--- config.mk ---
export PLATFORM = sky130hd
export DESIGN_NAME = wdr_watchdog
export DESIGN_NICKNAME = d
export VERILOG_FILES = /design/src/wdr_pkg.sv /design/src/wdr_tick_sync.sv /design/src/wdr_irq.sv /design/src/wdr_watchdog.sv
export VERILOG_INCLUDE_DIRS = /design/src /design/src/src
export SDC_FILE = /design/constraint.sdc
export NUM_CORES = 1
export LEC_CHECK = 0
export BUFFER_PORTS_ARGS = -buffer_cell sky130_fd_sc_hd__buf_2
export CELL_PAD_IN_SITES_DETAIL_PLACEMENT = 1
export CELL_PAD_IN_SITES_GLOBAL_PLACEMENT = 2
export CORE_MARGIN = 1.5
export CORE_UTILIZATION = 30
export DETAILED_ROUTE_END_ITERATION = 12
export GPL_TIMING_DRIVEN = 1
export PLACE_DENSITY_LB_ADDON = 0.05
export RECOVER_POWER = 25
export SYNTH_ARGS = -nofsm -noshare
export SYNTH_HDL_FRONTEND = slang
export SYNTH_HIERARCHICAL = 1
export SYNTH_SLANG_ARGS = --single-unit
--- constraint.sdc ---
create_clock -name pclk -period 3.7 [get_ports pclk]
set_input_delay 0.37 -clock pclk [delete_from_list [all_inputs] [get_ports pclk]]
set_output_delay 0.37 -clock pclk [all_outputs]
set_load 0.05 [all_outputs]
--- src/wdr_map.svh ---
`ifndef WDR_MAP_SVH
`define WDR_MAP_SVH

// Register byte addresses (APB, one aligned word each)
`define WDR_MISC_ADDR      12'h038
`define WDR_IRQ_STAT_ADDR  12'h040
`define WDR_IRQ_MASK_ADDR  12'h044

// Miscellaneous control field positions
`define WDR_TEST_HI_BIT    7
`define WDR_EN_BIT         3
`define WDR_PS_BIT         2
`define WDR_TEST_LO_MSB    1

// Interrupt status layout
`define WDR_IRQ_TICK_BIT   0
`define WDR_IRQ_CLEAR_BIT  1
`define WDR_IRQ_W          2

// Terminal counts in 2 Hz ticks
`define WDR_TC_SHORT       5'h04
`define WDR_TC_LONG        5'h10

// Reset request pulse length in pclk cycles
`define WDR_RST_PULSE      4'h8

`endif

--- src/wdr_pkg.sv ---
package wdr_pkg;

    typedef enum logic [2:0] {
        WDR_IDLE  = 3'b001,
        WDR_COUNT = 3'b010,
        WDR_FIRE  = 3'b100
    } wdr_state_t;

endpackage

--- src/wdr_tick_sync.sv ---
`timescale 1ns/1ps
`default_nettype none

// Three-stage synchroniser with rising-edge pulse on the 2 Hz tick input
module wdr_tick_sync (
    input  wire logic pclk,
    input  wire logic presetn,
    input  wire logic tick_in,
    output logic      tick_pulse
);
    typedef struct packed {
        logic s1;
        logic s2;
        logic s3;
        logic lvl;
        logic pulse;
    } wdr_sync_t;

    wdr_sync_t st_ff;
    wdr_sync_t nxt_st;

    ////////////////////////////////////////////////////////////////////////
    // Change counts once stages two and three agree
    always_comb begin
        nxt_st       = st_ff;
        nxt_st.s1    = tick_in;
        nxt_st.s2    = st_ff.s1;
        nxt_st.s3    = st_ff.s2;
        // Accepted level resets to the idle low of the pin, so no false edge
        nxt_st.lvl   = (st_ff.s2 == st_ff.s3) ? st_ff.s3 : st_ff.lvl;
        nxt_st.pulse = (st_ff.s2 == st_ff.s3) & st_ff.s3 & ~st_ff.lvl;
    end

    always_ff @(posedge pclk or negedge presetn) begin
        if (!presetn) begin
            st_ff <= '0;
        end else begin
            st_ff <= nxt_st;
        end
    end

    assign tick_pulse = st_ff.pulse;
endmodule // wdr_tick_sync

`default_nettype wire

--- src/wdr_irq.sv ---
`timescale 1ns/1ps
`default_nettype none

`include "wdr_map.svh"

// Sticky status with write-one-to-clear and a mask
module wdr_irq (
    input  wire logic                    pclk,
    input  wire logic                    presetn,
    input  wire logic [`WDR_IRQ_W-1:0]   events,
    input  wire logic [`WDR_IRQ_W-1:0]   clr_mask,
    input  wire logic                    mask_we,
    input  wire logic [`WDR_IRQ_W-1:0]   mask_wdata,
    output logic      [`WDR_IRQ_W-1:0]   status,
    output logic      [`WDR_IRQ_W-1:0]   mask,
    output logic                         irq
);
    typedef struct packed {
        logic [`WDR_IRQ_W-1:0] stat;
        logic [`WDR_IRQ_W-1:0] msk;
        logic                  irq;
    } wdr_irq_st_t;

    wdr_irq_st_t st_ff;
    wdr_irq_st_t nxt_st;

    ////////////////////////////////////////////////////////////////////////
    // Set wins over clear so an event in the clearing cycle is kept
    always_comb begin
        nxt_st      = st_ff;
        nxt_st.stat = (st_ff.stat & ~clr_mask) | events;
        if (mask_we) begin
            nxt_st.msk = mask_wdata;
        end
        nxt_st.irq  = |(nxt_st.stat & nxt_st.msk);
    end

    always_ff @(posedge pclk or negedge presetn) begin
        if (!presetn) begin
            st_ff <= '0;
        end else begin
            st_ff <= nxt_st;
        end
    end

    assign status = st_ff.stat;
    assign mask   = st_ff.msk;
    assign irq    = st_ff.irq;
endmodule // wdr_irq

`default_nettype wire

--- src/wdr_watchdog.sv ---
`timescale 1ns/1ps
`default_nettype none

`include "wdr_map.svh"

// Contract
// - The counter runs only while the enable flag in bit 3 is set; otherwise it idles.
// - Two timeout lengths are offered, picked by the period select bit 2.
// - The counter advances once per 2 Hz tick from the base timer.
// - A timeout is declared when the count reaches 4 (short) or 16 (long).
// - On timeout a reset request is driven to the whole system.
// - Every write to the control register while counting clears the tick counter whatever the data.
// - Any system reset clears the enable flag so the watchdog stays idle.
module wdr_watchdog (
    input  wire logic        pclk,
    input  wire logic        presetn,
    input  wire logic        psel,
    input  wire logic        penable,
    input  wire logic        pwrite,
    input  wire logic [11:0] paddr,
    input  wire logic [31:0] pwdata,
    input  wire logic [3:0]  pstrb,
    input  wire logic        tick_2hz,
    output logic      [31:0] prdata,
    output logic             pready,
    output logic             pslverr,
    output logic             sys_reset_req,
    output logic             irq
);
    import wdr_pkg::*;

    typedef struct packed {
        wdr_state_t  state;
        logic        en;
        logic        ps;
        logic [2:0]  test;
        logic [4:0]  cnt;
        logic        wd_caused;
        logic [3:0]  pulse_cnt;
        logic        rst_req;
        logic [31:0] rdata;
        logic        ready;
        logic        err;
    } wdr_st_t;

    wdr_st_t st_ff;
    wdr_st_t nxt_st;

    logic                  tick;
    logic [`WDR_IRQ_W-1:0] irq_stat;
    logic [`WDR_IRQ_W-1:0] irq_mask;
    logic                  irq_lvl;
    logic [`WDR_IRQ_W-1:0] irq_events;
    logic [`WDR_IRQ_W-1:0] irq_clr;
    logic                  mask_we;

    // Terminal count for the selected period
    function automatic logic [4:0] term_count(input logic ps);
        return ps ? `WDR_TC_LONG : `WDR_TC_SHORT;
    endfunction

    // Address decode shared by read and write paths
    function automatic logic is_addr(input logic [11:0] a, input logic [11:0] ref_a);
        return a == ref_a;
    endfunction

    ////////////////////////////////////////////////////////////////////////
    wdr_tick_sync u_sync (
        .pclk       (pclk),
        .presetn    (presetn),
        .tick_in    (tick_2hz),
        .tick_pulse (tick)
    );

    ////////////////////////////////////////////////////////////////////////
    // Access phase of APB; answer in the cycle after penable rises
    logic acc;
    logic wr_misc;
    assign acc     = psel & penable & ~st_ff.ready;
    assign wr_misc = acc & pwrite & is_addr(paddr, `WDR_MISC_ADDR);
    assign mask_we = acc & pwrite & pstrb[0] & is_addr(paddr, `WDR_IRQ_MASK_ADDR);

    always_comb begin
        irq_clr = '0;
        if (acc && pwrite && pstrb[0] && is_addr(paddr, `WDR_IRQ_STAT_ADDR)) begin
            irq_clr = pwdata[`WDR_IRQ_W-1:0];
        end
    end

    // Events: each tick seen in WDR_COUNT and each software clear
    assign irq_events[`WDR_IRQ_TICK_BIT]  = tick & (st_ff.state == WDR_COUNT);
    assign irq_events[`WDR_IRQ_CLEAR_BIT] = wr_misc;

    wdr_irq u_irq (
        .pclk       (pclk),
        .presetn    (presetn),
        .events     (irq_events),
        .clr_mask   (irq_clr),
        .mask_we    (mask_we),
        .mask_wdata (pwdata[`WDR_IRQ_W-1:0]),
        .status     (irq_stat),
        .mask       (irq_mask),
        .irq        (irq_lvl)
    );

    ////////////////////////////////////////////////////////////////////////
    // Watchdog sequencing and register file
    always_comb begin
        nxt_st       = st_ff;
        nxt_st.ready = acc;
        nxt_st.err   = 1'b0;
        nxt_st.rdata = 32'h0000_0000;

        // Register writes; byte lane 0 holds all the control bits
        if (wr_misc && pstrb[0]) begin
            nxt_st.en   = pwdata[`WDR_EN_BIT];
            nxt_st.ps   = pwdata[`WDR_PS_BIT];
            nxt_st.test = {pwdata[`WDR_TEST_HI_BIT], pwdata[`WDR_TEST_LO_MSB:0]};
        end

        // Reads; unmapped addresses return zero with an error
        if (acc && !pwrite) begin
            if (is_addr(paddr, `WDR_MISC_ADDR)) begin
                nxt_st.rdata[`WDR_TEST_HI_BIT]    = st_ff.test[2];
                nxt_st.rdata[`WDR_EN_BIT]         = st_ff.wd_caused;
                nxt_st.rdata[`WDR_PS_BIT]         = st_ff.ps;
                nxt_st.rdata[`WDR_TEST_LO_MSB:0]  = st_ff.test[1:0];
            end else if (is_addr(paddr, `WDR_IRQ_STAT_ADDR)) begin
                nxt_st.rdata[`WDR_IRQ_W-1:0] = irq_stat;
            end else if (is_addr(paddr, `WDR_IRQ_MASK_ADDR)) begin
                nxt_st.rdata[`WDR_IRQ_W-1:0] = irq_mask;
            end else begin
                nxt_st.err = 1'b1;
            end
        end else if (acc && pwrite && !is_addr(paddr, `WDR_MISC_ADDR)
                     && !is_addr(paddr, `WDR_IRQ_STAT_ADDR)
                     && !is_addr(paddr, `WDR_IRQ_MASK_ADDR)) begin
            nxt_st.err = 1'b1;
        end

        unique case (st_ff.state)
            WDR_IDLE: begin
                nxt_st.cnt     = 5'h00;
                nxt_st.rst_req = 1'b0;
                if (nxt_st.en) begin
                    nxt_st.state = WDR_COUNT;
                end
            end
            WDR_COUNT: begin
                if (!nxt_st.en) begin
                    nxt_st.state = WDR_IDLE;
                    nxt_st.cnt   = 5'h00;
                end else if (wr_misc) begin
                    nxt_st.cnt = 5'h00;
                end else if (tick) begin
                    nxt_st.cnt = st_ff.cnt + 5'h01;
                    if (st_ff.cnt + 5'h01 >= term_count(st_ff.ps)) begin
                        nxt_st.state     = WDR_FIRE;
                        nxt_st.rst_req   = 1'b1;
                        nxt_st.pulse_cnt = `WDR_RST_PULSE;
                        nxt_st.wd_caused = 1'b1;
                    end
                end
            end
            WDR_FIRE: begin
                // The requested system reset will also hit presetn; until then hold
                // the request and return to idle with the enable cleared
                nxt_st.pulse_cnt = st_ff.pulse_cnt - 4'h1;
                if (st_ff.pulse_cnt == 4'h1) begin
                    nxt_st.rst_req = 1'b0;
                    nxt_st.state   = WDR_IDLE;
                    nxt_st.en      = 1'b0;
                    nxt_st.cnt     = 5'h00;
                end
            end
            default: begin
                nxt_st.state   = WDR_IDLE;
                nxt_st.rst_req = 1'b0;
            end
        endcase
    end

    // Reset clears enable but keeps nothing else; the cause flag lives in the
    // always-on domain in a real chip, here it survives only the internal pulse
    always_ff @(posedge pclk or negedge presetn) begin
        if (!presetn) begin
            st_ff       <= '0;
            st_ff.state <= WDR_IDLE;
        end else begin
            st_ff <= nxt_st;
        end
    end

    ////////////////////////////////////////////////////////////////////////
    // Outputs straight from flip-flops
    assign prdata        = st_ff.rdata;
    assign pready        = st_ff.ready;
    assign pslverr       = st_ff.err;
    assign sys_reset_req = st_ff.rst_req;
    assign irq           = irq_lvl;
endmodule // wdr_watchdog

`default_nettype wire

==> results of run 1 <==
==> routing by layer <==
| layer | GRT usage, % | part of all wire (%) | routed length, um | vias to the layer above |
|---|---|---|---|---|
| li1 | - | - | - | 663 |
| met1 | 15.2 | 44 | 1900 | 685 |
| met2 | 22.2 | 50 | 2140 | 34 |
| met3 | 3.83 | 4.2 | 179 | 6 |
| met4 | 4.40 | 1.3 | 57 | 0 |
| met5 | 0 | 0 | 0 | - |
==> sequential cells by signal, indices dropped and copies added (netlist names) <==
signal,cells
st_ff,18
u_irq/irq,1
pready,1
u_sync/st_ff,2
u_sync/nxt_st,2
pslverr,1
prdata,5
u_irq/mask,2
sys_reset_req,1
u_irq/status,2
u_sync/tick_pulse,1
==> final timing paths <==
check	startpoint	end	slack, ps	cells past startpoint
worst max-delay path	paddr[11]	st_ff[40]	1430	6
worst min-delay path	tick_2hz	u_sync/nxt_st[3]	180	1
worst max register to register	st_ff[40]	st_ff[39]	1480	9
worst min register to register	u_sync/nxt_st[3]	u_sync/nxt_st[2]	360	0
max in group asynchronous	presetn	st_ff[49]	1900	1
min in group asynchronous	presetn	pready	640	1
==> final cells by class <==
type / instances / area share, %
Inverter: 9 / 1.54
Sequential cell: 36 / 41.1
Timing Repair Buffer: 33 / 7.58
Tap cell: 77 / 4.39
Multi-Input combinational cell: 136 / 41.7
Clock inverter: 1 / 0.228
Clock buffer: 7 / 3.48
==> cells in the mapped netlist, drive strengths merged (5+ instances only) <==
| library cell | count | area (um^2) |
|---|---|---|
| o21ai | 10 | 53.8 |
| xnor2 | 6 | 52.6 |
| inv | 9 | 33.8 |
| nor2 | 9 | 36.3 |
| buf | 33 | 245 |
| ha | 7 | 87.6 |
| nor3b | 5 | 37.5 |
| nand2 | 9 | 33.8 |
| dfrtp | 35 | 876 |
| mux2 | 9 | 109 |
| and2 | 8 | 50.1 |
==> per-stage QoR <==
| stage | hold slack, ps | utilization, % | cell area (um^2) |
|---|---|---|---|
| after floorplan | 74.4 | - | 2100 |
| after global placement | 333 | 33.1 | 2110 |
| after global routing | 171 | 34.4 | 2190 |
| after CTS | 174 | 34.4 | 2200 |
| after detailed placement | 350 | 33.1 | 2110 |
| final | 184 | 34.4 | 2190 |
==> power by group through the flow <==
stage / registers (mW) / clock network [mW] / logic, mW
6_report: 0.408 / 0.269 / 0.113
5_1_grt: 0.409 / 0.309 / 0.122
4_1_cts: 0.408 / 0.283 / 0.114
3_5_place_dp: 0.415 / 0 / 0.114
3_3_place_gp: 0.414 / 0 / 0.112
2_1_floorplan: 0.418 / 0 / 0.104
==> worst register-to-register path: stages (launching register included) <==
cell       delay, ps
dfrtp_1          410
ha_1             240
nand3_1          120
xnor2_1          160
ha_1             200
inv_1             60
o2111ai_1        100
o22ai_1          480
a211o_1          270
o21bai_1          80
==> logic make-up (layout without fill, tap and decap cells) <==
group / after synthesis / in the layout
simple gates: 54 / 54
buf+inv: 43 / 50
flops: 36 / 36
compound gates: 33 / 33
mux: 9 / 9
fa+ha+maj: 7 / 7
xor+xnor: 6 / 6
other cells: 1 / 27
==> layout by cell type, fill, tap and decap left out, drive strengths merged, types with 2 or more instances in the layout <==
master   synthesis  routed
a21o             3       3
a21oi            2       2
a22o             4       4
a22oi            3       3
and2             8       8
and3             2       2
buf             33      32
clkbuf           1       8
conb             1      27
dfrtp           35      35
ha               7       7
inv              9       9
mux2             9       9
nand2            9       9
nand2b           2       2
nand3            4       4
nor2             9       9
nor2b            2       2
nor3             4       4
nor3b            5       5
nor4             2       2
o2111ai          2       2
o21ai           10      10
o41a             2       2
or4              2       2
xnor2            6       6
==> metrics.md, run 1 <==
| Metric | Value |
|---|---|
| # resized after CTS | 0 |
| Die area | 7170 um^2 |
| Crit-path leading delay family | simple AND/OR/NAND/NOR gates |
| Complex-gate fraction of the synthesized area | roughly an eighth |
| Power Dens Cells | roughly 360 nW/um^2 |
| H-tree depth | 2 |
| Worst path bufs/invs | 1 |
| Post-synthesis xor/xnor area fraction | approximately 2.6% |
| Ys async rst share | 100% |
| Sequential Area | around 900 um^2 |
| Classification of the worst-slack hold path | input port to flip-flop |
| Crit path DAT | about 2400 ps |
| Synth Area per Inst | 10.6 um^2 |
| Clk sink count | 36 |
| Ant. Diodes | 0 |
| Max VDD drop | ~0.13 mV |
| CTS tree | built |
| Dpl ws | ~1100 ps |
| Clock Tree Root | clkbuf_8 |
| Endpoints failing hold | 0 |
| Die H | approximately 85 um |
| RSZ-0062 raised after global routing | no |
| Vias in the first global route | roughly 1500 |
| Area grow syn2layout | 9.62% |
| Pins Over Slew Limit | 37 |
| Initial antenna violation count | 0 |
| GPL Wtd Cong | about 0.77 |
| Adder-Cell Fraction of Synth Area | ~4.4% |
| Max Root-Sink Buffers | 2 |
| Combinational group share of total power | 14.3% |
| DR WL/cell | about 14 um |
| DR pass1 iterations | 4 |
| Final worst setup slack | approximately 1400 ps |
| CP peak stage delay | between 700 and 800 ps |
| Post-Place Cells | slightly below 300 |
| Max FO, Critical Path | 9 |
| Final setup TNS | 0 ps |
| Number of synthesized flops with an enable pin | 0 |
| Int Pwr | 0.556 mW |
| ANT nets after route | 0 |
| Total GRT Usage | between 10 and 15% |
| CP Cell Sequence | buf_2 -> or4_4 -> or4_1 -> o211ai_2 -> o21ai_1 -> mux2_2 |
| Nets | 282 |
| Hpwl dp | 3330 um |
| Clock Latency Late Sink | slightly below 300 ps |
| Initial core utilization | about a third |
| Kind of critical path | input port to flip-flop |
| Switch Pwr | 0.233 mW |
| Cell area after synthesis | ~2000 um^2 |
| Relative slew slack | -33.5% |
| CTS Buf Count | 5 |
| Routed vias/inst | approximately 4.6 |
| Overall Power | approximately 0.79 mW |
| Iter 0 DRT Violations | 75 |
| Core outline area | between 6000 and 7000 um^2 |
| Postcts setup bufs | 0 |
| Worst Skew | 4.31 ps |
| #FFs+latches synth | 36 |
| Crit-path slowest cell | or4_1 |
| Cts-stage hold buffer count | 0 |
| Reg power frac | between 50 and 60% |
| Final setup fails | 0 |
| Tcrit/Tclk final | about three fifths |
| Ys flop type | dfrtp_1 |
| Fin crit period | 2270 ps |
| Total Routed Length | approximately 4300 um |
| Slew @ Worst Pin | approximately 2000 ps |
| Simple-gate share of the synthesized area | between 10% and 20% |
| Critical Path Source Type | input port |
| Mapped Cells | 189 |
| Synth unique cells | 49 |
| First-pass GRT wire length | 7180 um |
| Mux contribution to synthesized area | under 10% |
| Crit. End Element | flip-flop |
| Area of the multi-input gates | around 910 um^2 |
| Die width | about 85 um |
| Critical Path RT | 3880 ps |
| Non-filler cells, final | approximately 300 |
| Sequential area share after synthesis | roughly 45% |
| Layout cells sized above 1 | a little under a quarter |
| Max-cap viol count | 1 |
| Pin count of the biggest net entering global routing | 37 |
| Site Rows | 29 |
| Net Sw Frac | between 20% and 30% |
| Clock transition at path regs | ~70 ps |
| Layout fillers | 758 |
| Ys Warns | 6 |
| Violated checks | max-capacitance violations, max-slew violations |
| Clock power frac | 34.0% |
| Status | complete, but fails checks |
| Vias | ~1400 |
| Gr ovfl total | 0 |
| Fmax | between 400 and 500 MHz |
| Drc violations | 0 |
| PortBufs | 32 |
| Main combinational cell family by area after synthesis | simple AND/OR/NAND/NOR gates |
| Lkg Pwr | approximately 1.1 nW |
| I/O Pins | 90 |
Note: power is estimated with default switching activity, not from simulation.
==> run 2: changes to the inputs <==
--- a/config.mk
+++ b/config.mk
@@ -10,7 +10,7 @@
 export CELL_PAD_IN_SITES_DETAIL_PLACEMENT = 1
 export CELL_PAD_IN_SITES_GLOBAL_PLACEMENT = 2
 export CORE_MARGIN = 1.5
-export CORE_UTILIZATION = 30
+export CORE_UTILIZATION = 25
 export DETAILED_ROUTE_END_ITERATION = 12
 export GPL_TIMING_DRIVEN = 1
 export PLACE_DENSITY_LB_ADDON = 0.05
==> constraint.sdc (replaced) <==
create_clock -name pclk -period 2 [get_ports pclk]
set_input_delay 0.2 -clock pclk [delete_from_list [all_inputs] [get_ports pclk]]
set_output_delay 0.2 -clock pclk [all_outputs]
set_load 0.05 [all_outputs]
==> run 2 against run 1 <==
Against the previous run:
- the run now ends clean
- non-clock buffer count rose by 24
- highest routed layer unchanged
- clock skew is 2.9 ps higher
- largest power group unchanged
- via count grew 7.1%
==> metrics.md, run 2 (synthesis gave the netlist of run 1 again) <==
| Metric | Value |
|---|---|
| Endpoints failing hold | 0 (unchanged) |
| Fmax | ~520 MHz |
| Clock transition at path regs | 80 ps (was 70 ps) |
| Die H | 92.5 um (was 84.7 um) |
| Routed vias/inst | 4.27 (was 4.64) |
| Overall Power | 1.61 mW (was 0.789 mW) |
| Util after Layout | 33.0% (was 34.4%) |
| Tcrit/Tclk final | 96.7% |
| Die area | 8550 um^2 (was 7170 um^2) |
| Crit. End Element | flip-flop (unchanged) |
| Clock Tree Root | clkbuf_8 (unchanged) |
| Largest register by flop count | st_ff (unchanged) |
| Max-cap viol count | 0 (was 1) |
| Max reg flops | 18 (unchanged) |
| CP startpoint | paddr[11] (unchanged) |
| ANT nets after route | 0 (unchanged) |
| Layout cells sized above 1 | 37.4% (was 23.9%) |
| Ant. Diodes | 0 (unchanged) |
| Clock Latency Late Sink | 290 ps (about the same) |
| Pin count of the biggest net entering global routing | 37 (unchanged) |
| PortBufs | 32 (unchanged) |
| CTS tree | built (unchanged) |
| Relative slew slack | 40.4% (was -33.5%) |
| GPL Wtd Cong | 0.763 (was 0.767) |
| First-pass GRT wire length | 7920 um (was 7180 um) |
| Site Rows | 32 (was 29) |
| Gr ovfl total | 0 (unchanged) |
| I/O Pins | 90 (unchanged) |
| Die width | 92.5 um (was 84.7 um) |
| Status | finished clean (was complete, but fails checks) |
| Kind of critical path | input port to flip-flop (unchanged) |
| Pins Over Slew Limit | 0 (was 37) |
| Total GRT Usage | 12.1% (was 12.8%) |
| Lkg Pwr | 1.23 nW (was 1.08 nW) |
| Commonest non-fill, non-tap cell in the layout | dfrtp_1 (unchanged) |
| R2r setup slk | 70 ps (was 1480 ps) |
| Hpwl dp | 3740 um (was 3330 um) |
| DR pass1 iterations | 4 (unchanged) |
| Critical Path RT | 2180 ps (was 3880 ps) |
| RSZ-0062 raised after global routing | yes (was no) |
| Crit path DAT | 2110 ps (was 2440 ps) |
| CTS Buf Count | 5 (unchanged) |
| Nets | 306 (was 282) |
| Total Routed Length | 4890 um (was 4280 um) |
| Max VDD drop | 0.223 mV (was 0.129 mV) |
| Final setup fails | 0 (unchanged) |
| Max FO, Critical Path | 9 (unchanged) |
| Slew @ Worst Pin | 894 ps (was 2000 ps) |
| Iter 0 DRT Violations | 29 (was 75) |
| Register-to-Register Path Depth | 8 (was 9) |
| Initial antenna violation count | 0 (unchanged) |
| Reg2reg end | st_ff[35] (was st_ff[39]) |
| Clk sink count | 36 (unchanged) |
| Most frequent cells in the layout | dfrtp_1, buf_2, conb_1 (unchanged) |
| Fin crit period | approximately 1900 ps |
| Drc violations | 0 (unchanged) |
| DR WL/cell | 14.1 um (was 14.3 um) |
| Vias | 1486 (was 1388) |
| Reg2Reg Launch Point | st_ff[41] (was st_ff[40]) |
| Power Dens Cells | 630 nW/um^2 (was 360 nW/um^2) |
| Vias in the first global route | 1630 (was 1474) |
| Area grow syn2layout | 27.6% (was 9.62%) |
| Core outline area | 7730 um^2 (was 6390 um^2) |
| Hold Startpoint | pwdata[2] (was tick_2hz) |
| Worst Skew | 7.22 ps (was 4.31 ps) |
| H-tree depth | 2 (unchanged) |
| Critical Path Source Type | input port (unchanged) |
| Classification of the worst-slack hold path | input port to flip-flop (unchanged) |
| Worst hold stages | 3 (was 1) |
| Layout fillers | 882 (was 758) |
| Max Root-Sink Buffers | 2 (unchanged) |
| Hold endpoint | st_ff[48] (was u_sync/nxt_st[3]) |
| Initial core utilization | 25.9% (was 31.3%) |
==> run 2: changes by cell type in the layout (fill, tap and decap cells not counted), sizes merged <==
| cell | change |
|---|---|
| bufinv | +1 |
| dlygate4sd3 | +2 |
| buf | +21 |
==> run 2: area by class of cell <==
| class | count | area (um^2) | area share [%] |
|---|---|---|---|
| inverter | 9 | 33.8 | 1.32 |
| tap | 102 | 128 | 5.00 |
| timing repair buffer | 57 | 350 | 13.7 |
| clock buffer | 6 | 72.6 | 2.84 |
| sequential | 36 | 903 | 35.4 |
| multi-input combinational | 136 | 1030 | 40.4 |
| clock inverter | 2 | 35.0 | 1.37 |
==> run 2: worst max-delay path by stage <==
| stage | slack [ps] | end | cells past startpoint |
|---|---|---|---|
| finish | 70 | st_ff[40] | 6 |
| global placement | -190 | st_ff[40] | 6 |
| detailed placement | -240 | st_ff[40] | 6 |
| floorplan | -40 | st_ff[40] | 6 |
| CTS | 4 | st_ff[36] | 8 |
| global route | -30 | st_ff[35] | 9 |
==> run 2: timing repair <==
action | in CTS | in global routing
pin swaps | 4 | 6
setup endpoints to repair | 8 | 8
hold buffers | 1 | 1
resized for setup | 8 | 10
hold endpoints to repair | 35 | 1
setup buffers | 4 | 2
==> run 2: report_power, final <==
group	internal, mW	switching [mW]	total, mW	leakage, nW
sequential	0.743	0.0116	0.755	0.481
combinational	0.0483	0.172	0.220	0.691
clock	0.370	0.263	0.633	0.0552
total	1.16	0.447	1.61	1.23
==> run 2: layer usage <==
layer / vias to the layer above / global-route usage (%) / routed length [um]
met2: 30 / 19.9 / 2470
met1: 741 / 15.3 / 2200
li1: 711 / - / -
met4: 0 / 4.10 / 53
met3: 4 / 3.12 / 174
met5: - / 0 / 0
==> run 2: stage by stage <==
step | instances | setup slack, ps | cell area, um^2 | hold slack [ps] | setup TNS [ps]
CTS | 345 | 3.68 | 2490 | 1.46 | 0
global placement | 333 | -192 | 2300 | 277 | -2900
floorplan | 215 | -39.1 | 2130 | -95.6 | -45.2
detailed placement | 333 | -242 | 2300 | 287 | -3380
global route | 348 | -33.1 | 2550 | 132 | -49.6
finish | 348 | 65.6 | 2550 | 124 | 0
==> run 2: worst max-delay path, stage by stage <==
cell and delay, ps:
buf_2 100, or4_4 550, or4_4 640, o211ai_2 220
o21ai_2 110, mux2_2 290
==> run 3: changes to the inputs <==
--- a/config.mk
+++ b/config.mk
@@ -6,13 +6,15 @@
 export SDC_FILE = /design/constraint.sdc
 export NUM_CORES = 1
 export LEC_CHECK = 0
+export ABC_AREA = 1
 export BUFFER_PORTS_ARGS = -buffer_cell sky130_fd_sc_hd__buf_2
 export CELL_PAD_IN_SITES_DETAIL_PLACEMENT = 1
 export CELL_PAD_IN_SITES_GLOBAL_PLACEMENT = 2
-export CORE_MARGIN = 1.5
-export CORE_UTILIZATION = 25
+export CORE_MARGIN = 5
+export CORE_UTILIZATION = 24
 export DETAILED_ROUTE_END_ITERATION = 12
 export GPL_TIMING_DRIVEN = 1
+export HOLD_SLACK_MARGIN = 0.02
 export PLACE_DENSITY_LB_ADDON = 0.05
 export RECOVER_POWER = 25
 export SYNTH_ARGS = -nofsm -noshare
==> run 3 against run 2 <==
Against the previous run:
- clock power fell by 14%
- global-route usage down 2.3 points
- core utilization fell by 4.3 points
- count of clock-buffer cells in the layout stayed put
- sequential power grew 8.2%
- clock skew rose by 1.8 ps
- flip-flop and latch count stayed put
==> metrics.md, run 3 <==
| Metric | Value |
|---|---|
| Final worst setup slack | 100 ps (was 65.6 ps) |
| Synth Area per Inst | 8.10 um^2 (was 10.6 um^2) |
| Combinational group share of total power | 28.9% (was 13.7%) |
| Clock Latency Late Sink | 290 ps (about the same) |
| Post-Place Cells | 416 (was 333) |
| Die width | 106 um (was 92.5 um) |
| Critical Path RT | 2180 ps (about the same) |
| Ys async rst share | 100% (unchanged) |
| Hold_ws | 151 ps (was 124 ps) |
| Cell area after synthesis | 2220 um^2 (was 2000 um^2) |
| Pins Over Slew Limit | 0 (unchanged) |
| Synth unique cells | 34 (was 49) |
| Routed vias/inst | 4.08 (was 4.27) |
| Pin count of the biggest net entering global routing | 20 (was 37) |
| Area after DPL | 2410 um^2 (was 2300 um^2) |
| Hpwl dp | 4280 um (was 3740 um) |
| Top post-synthesis cells by count | nand2_1, inv_1, dfrtp_1 (was dfrtp_1, buf_4, nand2_1) |
| Clock transition at path regs | 80 ps (about the same) |
| Non-filler cells, final | 428 (was 348) |
| Nets | 377 (was 306) |
| CTS Buf Count | 5 (unchanged) |
| Crit path DAT | 2080 ps (was 2110 ps) |
| Final setup TNS | 0 ps (unchanged) |
| Initial core utilization | 24.4% (was 25.9%) |
| Ys Warns | 6 (unchanged) |
| Fin crit period | 1900 ps (was 1930 ps) |
| Reg2Reg Launch Point | st_ff[40] (was st_ff[41]) |
| Int Pwr | 1.21 mW (was 1.16 mW) |
| Die area | 11300 um^2 (was 8550 um^2) |
| CTS tree | built (unchanged) |
| Clk sink count | 36 (unchanged) |
| Vias | 1746 (was 1486) |
| Reg power frac | 42.7% (was 46.9%) |
| Max reg flops | 18 (unchanged) |
| Max VDD drop | 0.246 mV (was 0.223 mV) |
| RSZ-0062 raised after global routing | yes (unchanged) |
| Core outline area | 9110 um^2 (was 7730 um^2) |
| Slew @ Worst Pin | 1060 ps (was 894 ps) |
| Sequential Area | 902 um^2 (was 903 um^2) |
| Gr ovfl total | 0 (unchanged) |
| Net Sw Frac | 36.5% (was 27.8%) |
| Drc violations | 0 (unchanged) |
| Vias in the first global route | 1838 (was 1630) |
| Largest register by flop count | st_ff (unchanged) |
| Total Routed Length | 5200 um (was 4890 um) |
| Final Cell Area | 2620 um^2 (was 2550 um^2) |
| Status | finished clean (unchanged) |
| Clock power frac | 28.4% (was 39.4%) |
| Top cells by area, synth | dfrtp_1, nand2_1, buf_4 (was dfrtp_1, buf_4, ha_1) |
| Max FO, Critical Path | 2 (was 9) |
| Iter 0 DRT Violations | 29 (unchanged) |
| Worst Skew | 9.07 ps (was 7.22 ps) |
| H-tree depth | 2 (unchanged) |
| Tcrit/Tclk final | 95.0% (was 96.7%) |
| Util after Layout | 28.7% (was 33.0%) |
| Area grow syn2layout | 18.0% (was 27.6%) |
| Endpoints failing hold | 0 (unchanged) |
| Dpl ws | -127 ps (was -242 ps) |
| I/O Pins | 90 (unchanged) |
| Most frequent cells in the layout | nand2_1, inv_1, dfrtp_1 (was dfrtp_1, buf_2, conb_1) |
| Final setup fails | 0 (unchanged) |
| GPL Wtd Cong | 0.717 (was 0.763) |
| Top sig layer | met4 (unchanged) |
| Crit. End Element | flip-flop (unchanged) |
| Fmax | 526 MHz (was 517 MHz) |
| Area of the multi-input gates | 1090 um^2 (was 1030 um^2) |
| Met1 wire length | 2420 um (was 2200 um) |
| Kind of critical path | flip-flop to flip-flop (was input port to flip-flop) |
| Site Rows | 35 (was 32) |
| First-pass GRT wire length | 8780 um (was 7920 um) |
| Total GRT Usage | 9.73% (was 12.1%) |
| Share of the synthesized area in the top cell type | 39.5% (was 43.8%) |
| Number of synthesized flops with an enable pin | 0 (unchanged) |
| Cell with the most instances after synthesis | nand2_1 (was dfrtp_1) |
| Clock Tree Root | clkbuf_8 (unchanged) |
| PortBufs | 32 (unchanged) |
| Lkg Pwr | 1.40 nW (was 1.23 nW) |
| Max-cap viol count | 0 (unchanged) |
| Critical Path Source Type | flip-flop (was input port) |
| ANT nets after route | 0 (unchanged) |
| DR WL/cell | 12.2 um (was 14.1 um) |
| Commonest non-fill, non-tap cell in the layout | nand2_1 (was dfrtp_1) |
| Ant. Diodes | 0 (unchanged) |
| Sequential area share after synthesis | 40.7% (was 45.1%) |
| Relative slew slack | 29.5% (was 40.4%) |
| Switch Pwr | 0.699 mW (was 0.447 mW) |
| Max Root-Sink Buffers | 2 (unchanged) |
| CP startpoint | st_ff[40] (was paddr[11]) |
| DR pass1 iterations | 4 (unchanged) |
| #FFs+latches synth | 36 (unchanged) |
| DR WL met3 | 321 um (was 174 um) |
| Layout fillers | 1103 (was 882) |
| Cell taking the most area after synthesis | dfrtp_1 (unchanged) |
| Initial antenna violation count | 0 (unchanged) |
| Mapped Cells | 274 (was 189) |
| Overall Power | 1.91 mW (was 1.61 mW) |
| Classification of the worst-slack hold path | input port to flip-flop (unchanged) |
| Ys flop type | dfrtp_1 (unchanged) |
| Layout cells sized above 1 | 26.5% (was 37.4%) |
| Hold Startpoint | pwdata[7] (was pwdata[2]) |
| Power Dens Cells | 730 nW/um^2 (was 630 nW/um^2) |
| Die H | 106 um (was 92.5 um) |
| Met2 wire length | 2390 um (was 2470 um) |
==> run 3: changes by cell type in the layout (fill, tap and decap cells not counted), sizes merged, moves of 8 or more <==
cell and change:
inv +34, nor2 +15, and2 -8, nand3 +22, nand2 +64, mux2 -8, buf -15
==> run 3: critical path, cell delays in order, from the launching register on <==
cell and delay, ps:
dfrtp_1 420, ha_4 180, xor2_2 160, inv_2 60
ha_4 210, a21oi_2 120, nand3_2 100, buf_4 140
a21oi_2 120, nor2_1 50, nand2_1 50, nand2_1 60
nand3_2 70, nand2_1 50
==> run 3: cells by family after synthesis <==
| family | synth area share, % |
|---|---|
| other cells | 0.169 |
| buf+inv | 18.1 |
| compound gates | 3.84 |
| fa+ha+maj | 3.95 |
| mux | 0.508 |
| flops | 40.7 |
| xor+xnor | 1.58 |
| simple gates | 31.2 |
==> run 3: final timing paths <==
path                                    end  depth (start not counted)  slack [ps]
setup / recovery                  st_ff[38]                         13         100
hold / removal                    st_ff[47]                          2         150
setup reg to reg                  st_ff[38]                         13         100
hold reg to reg            u_sync/nxt_st[2]                          0         350
max in group asynchronous         st_ff[50]                          3         560
min in group asynchronous            pready                          2         620
==> run 3: cell type report <==
| type | instances | area share (%) |
|---|---|---|
| Clock buffer | 6 | 3.15 |
| Multi-Input combinational cell | 189 | 41.7 |
| Tap cell | 111 | 5.30 |
| Inverter | 43 | 6.16 |
| Clock inverter | 2 | 0.382 |
| Timing Repair Buffer | 41 | 8.84 |
| Sequential cell | 36 | 34.4 |
==> run 3: metal layers <==
metal / GRT usage (%) / vias to the layer above
met5: 0 / -
met4: 3.05 / 0
met3: 2.31 / 5
met2: 15.7 / 43
met1: 12.9 / 826
li1: - / 872
==> run 3: power groups by stage <==
stage                     Combinational [mW]  Sequential, mW  Clock, mW
after floorplan                        0.429           0.835          0
after global placement                 0.547           0.826          0
after detailed placement               0.547           0.828          0
after CTS                              0.570           0.813      0.584
after global routing                   0.622           0.824      0.613
final                                  0.553           0.817      0.543
==> run 3: repair_timing <==
action                                 in CTS  in global routing
endpoints found under the hold margin      18                  0
hold buffers                                2                  0
buffers inserted                            1                  1
resized for setup                           6                 10
setup endpoints to repair                   6                  6
pin swaps                                   4                  4
